File: src/core/ue0_regs.svh
// Register offsets, field positions and reset values of the endpoint-zero block
`ifndef UE0_REGS_SVH
`define UE0_REGS_SVH

// USB register space offsets seen over the link
`define UE0_ADDR_INDEX      8'h0E
`define UE0_ADDR_CSR        8'h11
`define UE0_ADDR_CNT        8'h16
`define UE0_EP0_INDEX       4'h0

// Reset values
`define UE0_CSR_RESET       8'h00
`define UE0_CNT_RESET       8'h00

// Field positions of endpoint0_control_status
`define UE0_B_SRV_SETUP_END 7
`define UE0_B_SRV_OUT_READY 6
`define UE0_B_SEND_STALL    5
`define UE0_B_SETUP_END     4
`define UE0_B_DATA_END      3
`define UE0_B_SENT_STALL    2
`define UE0_B_IN_READY      1
`define UE0_B_OUT_READY     0

// Only legal SETUP data length
`define UE0_SETUP_LEN       7'h08

// Avalon-MM byte offsets of the controller registers
`define UE0_AV_CMD          4'h0
`define UE0_AV_STAT         4'h4
`define UE0_AV_ISTAT        4'h8
`define UE0_AV_IMASK        4'hC

// Command register fields
`define UE0_CMD_WRITE       16

// Interrupt status and mask bits
`define UE0_IRQ_EP0         0
`define UE0_IRQ_DONE        1

`endif

File: src/core/ue0_pkg.sv
// Types shared by both ends of the endpoint-zero link
package ue0_pkg;

  // Endpoint zero transfer direction tracking
  typedef enum logic [1:0] {UE0_IDLE, UE0_TX, UE0_RX} ue0_mode_type;

  // Device end state
  typedef struct packed {
    ue0_mode_type mode;
    logic         setupEnd;
    logic         outReady;
    logic         sendStall;
    logic         data_end_a;
    logic         sentStall;
    logic         inReady;
    logic         stallPend;
    logic         lastSetup;
    logic [3:0]   index;
    logic [6:0]   count;
    logic [7:0]   rdata;
    logic         evt;
  } ue0_dev_type;

  // Controller sequencer states
  typedef enum logic [1:0] {CT_IDLE, CT_INDEX, CT_ACCESS, CT_CAPTURE} ue0_ctl_state_type;

  // Controller end state
  typedef struct packed {
    ue0_ctl_state_type st;
    logic [7:0]        cmdAddr;
    logic [7:0]        cmdData;
    logic              cmdWrite;
    logic [7:0]        busAddr;
    logic [7:0]        busWdata;
    logic [7:0]        rdData;
    logic [1:0]        istat;
    logic [1:0]        imask;
    logic              ackQ;
    logic [31:0]       readdata;
  } ue0_ctl_type;

endpackage : ue0_pkg

File: src/core/ue0_link_if.sv
// Register link between the controller and the endpoint-zero device
`timescale 1ns/1ps
interface ue0_link_if;
  logic [7:0] regAddr;
  logic [7:0] regWdata;
  logic       regWr;
  logic       regRd;
  logic [7:0] regRdata;
  logic       ep0Event;

  // Endpoint-zero device end
  modport dev (
    input  regAddr,
    input  regWdata,
    input  regWr,
    input  regRd,
    output regRdata,
    output ep0Event
  );

  // Controller end
  modport ctl (
    output regAddr,
    output regWdata,
    output regWr,
    output regRd,
    input  regRdata,
    input  ep0Event
  );
endinterface : ue0_link_if

File: src/core/ue0_ep0_csr.sv
// Endpoint-zero control/status flags and received byte count
`timescale 1ns/1ps
`include "ue0_regs.svh"

module ue0_ep0_csr import ue0_pkg::*; (
  input  wire logic       clk,
  input  wire logic       arst_n,
  ue0_link_if.dev         link,
  input  wire logic       sieTokSetup,
  input  wire logic       sieTokIn,
  input  wire logic       sieTokOut,
  input  wire logic       sieRxDone,
  input  wire logic [6:0] sieRxCount,
  input  wire logic       sieTooLong,
  input  wire logic       sieInSent,
  input  wire logic       sieStatusDone,
  input  wire logic       sieStallSent,
  output logic            respStall,
  output logic            inReady,
  output logic            outReady,
  output logic            data_end_a,
  output logic [6:0]      rxCount
);

  ue0_dev_type state_q;
  ue0_dev_type state_d;

  // Next-state logic for every flag, the index and the read path
  always_comb begin : nextState
    logic csrSel;
    logic csrWr;
    logic setSue;
    logic autoStall;
    logic rxOk;
    logic clrInr;
    logic clrDe;
    logic evt;
    csrSel    = 1'b0;
    csrWr     = 1'b0;
    setSue    = 1'b0;
    autoStall = 1'b0;
    rxOk      = 1'b0;
    clrInr    = 1'b0;
    clrDe     = 1'b0;
    evt       = 1'b0;
    state_d   = state_q;

    // Control register reachable only with index zero
    csrSel = (link.regAddr == `UE0_ADDR_CSR) &&
             (state_q.index == `UE0_EP0_INDEX);
    csrWr  = link.regWr && csrSel;

    // Wrong-length SETUP data is dropped silently
    rxOk = sieRxDone &&
           !(state_q.lastSetup && (sieRxCount != `UE0_SETUP_LEN));

    // Token tracking: transmit and receive modes
    if (sieTokSetup) begin
      if ((state_q.mode != UE0_IDLE) && !state_q.data_end_a) begin
        setSue = 1'b1;
      end
      state_d.mode      = UE0_IDLE;
      state_d.lastSetup = 1'b1;
    end else if (sieTokIn) begin
      if ((state_q.mode == UE0_RX) && !state_q.data_end_a) begin
        setSue = 1'b1;
      end
      // IN after the last packet of an IN data phase
      if ((state_q.mode == UE0_TX) && state_q.data_end_a && !state_q.inReady) begin
        autoStall = 1'b1;
      end
      state_d.mode      = UE0_TX;
      state_d.lastSetup = 1'b0;
    end else if (sieTokOut) begin
      if ((state_q.mode == UE0_TX) && !state_q.data_end_a) begin
        setSue = 1'b1;
      end
      // OUT after software closed the OUT data phase
      if ((state_q.mode == UE0_RX) && state_q.data_end_a) begin
        autoStall = 1'b1;
      end
      state_d.mode      = UE0_RX;
      state_d.lastSetup = 1'b0;
    end

    // Oversized packet is answered with a stall
    if (sieTooLong) begin
      autoStall = 1'b1;
    end

    // A transfer cut short also ends the data phase
    if (setSue) begin
      clrDe = 1'b1;
      evt   = 1'b1;
    end

    // Packet landed in the FIFO
    if (rxOk) begin
      state_d.count = sieRxCount;
      evt           = 1'b1;
      if (state_q.inReady) begin
        clrInr = 1'b1;
      end
    end

    // IN packet went out
    if (sieInSent) begin
      clrInr = 1'b1;
      evt    = 1'b1;
    end

    // Status stage finished
    if (sieStatusDone) begin
      clrDe        = 1'b1;
      state_d.mode = UE0_IDLE;
      evt          = 1'b1;
    end

    // Stall handshake went out
    if (sieStallSent) begin
      clrDe        = 1'b1;
      state_d.mode = UE0_IDLE;
      evt          = 1'b1;
    end

    // Sticky flags, hardware set ahead of software clear
    state_d.setupEnd = setSue |
      (state_q.setupEnd & ~(csrWr & link.regWdata[`UE0_B_SRV_SETUP_END]));
    state_d.outReady = rxOk |
      (state_q.outReady & ~(csrWr & link.regWdata[`UE0_B_SRV_OUT_READY]));
    state_d.sentStall = sieStallSent |
      (state_q.sentStall & ~(csrWr & ~link.regWdata[`UE0_B_SENT_STALL]));

    // Software-driven bits with hardware self-clear
    state_d.sendStall = csrWr ? link.regWdata[`UE0_B_SEND_STALL] :
                        (state_q.sendStall & ~sieStallSent);
    state_d.data_end_a   = csrWr ? link.regWdata[`UE0_B_DATA_END] :
                        (state_q.data_end_a & ~clrDe);
    state_d.inReady   = csrWr ? link.regWdata[`UE0_B_IN_READY] :
                        (state_q.inReady & ~clrInr);

    // Hardware stall waits until it has been sent
    state_d.stallPend = autoStall | (state_q.stallPend & ~sieStallSent);

    // Index register
    if (link.regWr && (link.regAddr == `UE0_ADDR_INDEX)) begin
      state_d.index = link.regWdata[3:0];
    end

    // Read data registered one edge after the strobe
    if (link.regRd) begin
      unique case (link.regAddr)
        `UE0_ADDR_CSR: begin
          state_d.rdata = csrSel ? {1'b0,
                                    1'b0,
                                    state_q.sendStall,
                                    state_q.setupEnd,
                                    state_q.data_end_a,
                                    state_q.sentStall,
                                    state_q.inReady,
                                    state_q.outReady} : 8'h00;
        end
        `UE0_ADDR_CNT: begin
          state_d.rdata = {1'b0, state_q.count};
        end
        `UE0_ADDR_INDEX: begin
          state_d.rdata = {4'h0, state_q.index};
        end
        default: begin
          state_d.rdata = 8'h00;
        end
      endcase
    end

    state_d.evt = evt;
  end

  // State register
  always_ff @(posedge clk or negedge arst_n) begin : stateReg
    if (!arst_n) begin
      state_q <= '0;
    end else begin
      state_q <= state_d;
    end
  end

  // Outputs straight from the state
  assign link.regRdata = state_q.rdata;
  assign link.ep0Event = state_q.evt;
  assign respStall     = state_q.sendStall | state_q.stallPend;
  assign inReady       = state_q.inReady;
  assign outReady      = state_q.outReady;
  assign data_end_a       = state_q.data_end_a;
  assign rxCount       = state_q.count;

endmodule : ue0_ep0_csr

File: src/flat_wrapper.sv
// flat-port wrapper written by rule: the top's interface ports become plain ports
module ue0_ep0_csr_flat import ue0_pkg::*;
  (clk, arst_n, sieTokSetup, sieTokIn, sieTokOut, sieRxDone, sieRxCount, sieTooLong, sieInSent, sieStatusDone, sieStallSent, respStall, inReady, outReady, data_end_a, rxCount, link_regAddr, link_regWdata, link_regWr, link_regRd, link_regRdata, link_ep0Event);
  ue0_link_if link_i ();
  input  wire logic clk;
  input  wire logic arst_n;
  input  wire logic sieTokSetup;
  input  wire logic sieTokIn;
  input  wire logic sieTokOut;
  input  wire logic sieRxDone;
  input  wire logic [6:0] sieRxCount;
  input  wire logic sieTooLong;
  input  wire logic sieInSent;
  input  wire logic sieStatusDone;
  input  wire logic sieStallSent;
  output logic respStall;
  output logic inReady;
  output logic outReady;
  output logic data_end_a;
  output logic [6:0] rxCount;
  input wire logic [$bits(link_i.regAddr)-1:0] link_regAddr;
  input wire logic [$bits(link_i.regWdata)-1:0] link_regWdata;
  input wire logic [$bits(link_i.regWr)-1:0] link_regWr;
  input wire logic [$bits(link_i.regRd)-1:0] link_regRd;
  output wire logic [$bits(link_i.regRdata)-1:0] link_regRdata;
  output wire logic [$bits(link_i.ep0Event)-1:0] link_ep0Event;
  assign link_i.regAddr = link_regAddr;
  assign link_i.regWdata = link_regWdata;
  assign link_i.regWr = link_regWr;
  assign link_i.regRd = link_regRd;
  assign link_regRdata = link_i.regRdata;
  assign link_ep0Event = link_i.ep0Event;
  ue0_ep0_csr u_core (.clk(clk), .arst_n(arst_n), .link(link_i), .sieTokSetup(sieTokSetup), .sieTokIn(sieTokIn), .sieTokOut(sieTokOut), .sieRxDone(sieRxDone), .sieRxCount(sieRxCount), .sieTooLong(sieTooLong), .sieInSent(sieInSent), .sieStatusDone(sieStatusDone), .sieStallSent(sieStallSent), .respStall(respStall), .inReady(inReady), .outReady(outReady), .data_end_a(data_end_a), .rxCount(rxCount));
endmodule
File: config.mk
export PLATFORM = sky130hd
export DESIGN_NAME = ue0_ep0_csr_flat
export DESIGN_NICKNAME = d
export VERILOG_FILES = /design/src/core/ue0_pkg.sv /design/src/core/ue0_link_if.sv /design/src/core/ue0_ep0_csr.sv /design/src/flat_wrapper.sv
export VERILOG_INCLUDE_DIRS = /design/src /design/src/core
export SDC_FILE = /design/constraint.sdc
export NUM_CORES = 1
export LEC_CHECK = 0
export BUFFER_PORTS_ARGS = -buffer_cell sky130_fd_sc_hd__buf_2
export CAP_MARGIN = 10
export CORE_UTILIZATION = 53
export CTS_CLUSTER_DIAMETER = 80
export DETAILED_ROUTE_END_ITERATION = 10
export PLACE_DENSITY_LB_ADDON = 0.15
export SLEW_MARGIN = 40
export SYNTH_ARGS = -nofsm -noshare
export SYNTH_HDL_FRONTEND = slang
export SYNTH_SLANG_ARGS = --single-unit
export TNS_END_PERCENT = 1
File: constraint.sdc
create_clock -name clk -period 2.8 [get_ports clk]
set_input_delay 0.7 -clock clk [delete_from_list [all_inputs] [get_ports clk]]
set_output_delay 0.7 -clock clk [all_outputs]
set_load 0.02 [all_outputs]
==> results.md <==
- Outcome: complete, no violations
- First-pass GRT wire length: 5260 µm
- Maximum number of pins on one net before global-route repair: 30
- Register area share after synthesis: 0.468
- DP HPWL: 2440 µm
- Port-buffer cells: between 50 and 60
- Vias in the first global route: about 1200
- Setup violations, final: 0
- Final std cell area, no fill: around 1800 µm²
- Netlist cell types: 42
- Via count: between 1000 and 1500
- Share of Yosys cell area claimed by the top area cell type: 0.468
- Endpoints failing hold: 0
- Crit. End Element: primary output
- RSZ-0062 raised after global routing: no
- Critical path class: register to primary output
- Synthesis-to-layout area growth: 14.3%
- Die X: between 50 and 60 µm
- Residual DRC: 0
- #FFs+latches synth: 29
- Clk slew on worst S/H paths: 0.09 ns
- Actual slew at the worst max-slew pin: approximately 0.60 ns
- Cell count after synthesis: 153
- H-tree Lvls: 2
- Pwr/cell area: between 400 and 500 nW/µm²
- Setup bufs post-CTS: 0
- Async SR Flop Fraction: 1.00
- Worst skew pair latency: about 0.32 ns
- Tot GR Track Use: 0.221
- Setup WS pre-CTS: around 0.70 ns
- Area contributors post-synth: dfrtp_1 47%, buf_4 7.7%, nand2_1 4.8%, mux2_4 3.9%, inv_1 2.9%
- Share of cells above drive strength 1: 0.364
- Met3 routed WL: around 130 µm
- Sink Count: 29
- Slew HR: 0.594
- Ports: 55
- Total gr overflow: 0
- Dpl cells: 218
- Period minus WS final: approximately 1.9 ns
- Clk_skew: 0.00788 ns
- Area taken by multi-input logic gates: approximately 650 µm²
- FF/Latch Area: just over 700 µm²
- DR WL met2: 1560 µm
- Arr. time, crit path: roughly 1.2 ns
- Inserted Clock Buffers: 5
- Antenna diodes: 0
- Critical Path Source Type: register
- VDD IR-drop max: ~350 µV
- Average size of a mapped cell: a little over 10 µm²
- Max Cap Viol: 0
- CTS resizes: 0
- Req. time, crit path: 2.10 ns
- Largest area contributor in the netlist: dfrtp_1
- GPL Wtd Cong: roughly 0.8
- Initial Util: 0.563
- Root buffer cell: clkbuf_4
- Max FO, Critical Path: 3
- Die height: 56.1 µm
- Vias per cell: 5.49
- DRT iter0 DRCs: 34
- Uppermost layer routed: met4
- Worst setup margin: slightly above 0.9 ns
- Synth warn: 0
- Rows: 19
- DIE AREA: ~3100 µm²
- EDFF count, synth: 0
- Mapped cell area: approximately 1600 µm²
- Worst hold-check path type: primary input to asynchronous set/reset pin
- Main flop type after synthesis: dfrtp_1
- Core area: between 2000 and 3000 µm²
- Tcrit/Tclk final: 0.673
- Fill cells: 241
- ANT nets after route: 0
- Clock Tree Buf Depth: 2
- Slew Viols, Final: 0
- Overall power: 833 µW
- Syn_nets: 188
- Metal-1 WL: roughly 1400 µm
- Drt total wl: around 3200 µm
- Hold buffers post-CTS: 0
- Fmax: approximately 530 MHz
- Wire length per cell: approximately 14 µm
- Initial antenna violation count: 0
- TNS Setup: 0 ns
- DR pass1 iterations: 4
- CTS tree: yes
- Final cell count without fillers: roughly 230
- Leakage power: between 0.0008 and 0.0009 µW
- DP Area: 1720 µm²
- Nets: around 230
## synthesized netlist by cell type, types with 2 or more instances
| master | count |
|---|---|
| buf_2 | 2 |
| nor4_1 | 2 |
| o22ai_1 | 6 |
| a22o_1 | 4 |
| nand3_1 | 4 |
| nand2b_1 | 2 |
| nor2b_1 | 4 |
| nor3_1 | 2 |
| a21o_1 | 2 |
| nand2_1 | 20 |
| a22oi_1 | 4 |
| nor4b_1 | 4 |
| a32oi_1 | 2 |
| a21oi_1 | 4 |
| dfrtp_1 | 29 |
| mux2_4 | 4 |
| inv_1 | 12 |
| o21ai_0 | 7 |
| buf_4 | 16 |
## worst max-delay path: stages, from the launching register on
cell and delay [ns]:
dfrtp_1 0.41, or2_2 0.29, buf_2 0.16
## metal layers
| layer | global-route usage | vias to the layer above |
|---|---|---|
| li1 | - | 612 |
| met1 | 0.277 | 585 |
| met2 | 0.357 | 37 |
| met3 | 0.0535 | 7 |
| met4 | 0.105 | 0 |
| met5 | 0 | - |
## report_power, final
| group | leakage (µW) | internal [µW] | switching, µW |
|---|---|---|---|
| registers | 0.000366 | 441 | 21.1 |
| logic | 0.000491 | 56.1 | 79.1 |
| clock network | 0.0000265 | 99.9 | 136 |
## kinds of logic (layout without fill, tap and decap cells)
group | Yosys count | in the layout | synth area share
simple gates | 52 | 52 | 0.216
compound gates | 35 | 35 | 0.152
buf+inv | 31 | 73 | 0.115
flops | 29 | 29 | 0.468
mux | 5 | 5 | 0.0460
other cells | 1 | 1 | 0.00242
## state kept, by name, summed over array words and instances, names as in the netlist
| signal | cells |
|---|---|
| u_core.link.regRdata | 7 |
| u_core.inReady | 1 |
| u_core.outReady | 1 |
| u_core.link.ep0Event | 1 |
| u_core.state_q | 11 |
| u_core.rxCount | 7 |
| u_core.data_end_a | 1 |
## placed cells by master (no fill, tap or decap), drive strengths merged, types with 2 or more instances in the layout
cell,count
nor4b,4
a21o,2
o22ai,6
nand3,4
a21oi,5
a22o,4
buf,53
o21ai,7
nand2b,2
inv,12
nor2b,4
mux2,5
a32oi,2
clkbuf,8
nand2,20
nor4,3
dfrtp,29
nor3,2
a22oi,4
nand3b,2
## path summary, 6_finish.rpt
kind | cells past startpoint | to | from | slack [ns]
max | 2 | respStall | u_core.state_q[25]$_DFF_PN0_ | 0.92
min | 1 | u_core.link.regRdata[6]$_DFFE_PN0P_ | arst_n | 0.38
max reg2reg | 4 | u_core.data_end_a$_DFF_PN0_ | u_core.state_q[16]$_DFFE_PN0P_ | 1.19
min reg2reg | 1 | u_core.state_q[27]$_DFF_PN0_ | u_core.state_q[27]$_DFF_PN0_ | 0.48
max in group asynchronous | 1 | u_core.state_q[29]$_DFFE_PN0P_ | arst_n | 2.01
min in group clk | 1 | u_core.state_q[27]$_DFF_PN0_ | u_core.state_q[27]$_DFF_PN0_ | 0.48
## layout make-up
class / instances / share of cell area
Inverter: 12 / 0.0254
Clock buffer: 8 / 0.0275
Tap cell: 31 / 0.0219
Sequential cell: 29 / 0.409
Timing Repair Buffer: 53 / 0.151
Multi-Input combinational cell: 93 / 0.365
## per-stage QoR
stage	hold slack, ns	util
6_report	0.378	0.643
5_1_grt	0.428	0.643
4_1_cts	0.387	0.643
3_5_place_dp	0.466	0.625
3_3_place_gp	0.460	0.625
2_1_floorplan	0.404	-
Note: power is estimated with default switching activity, not from simulation.
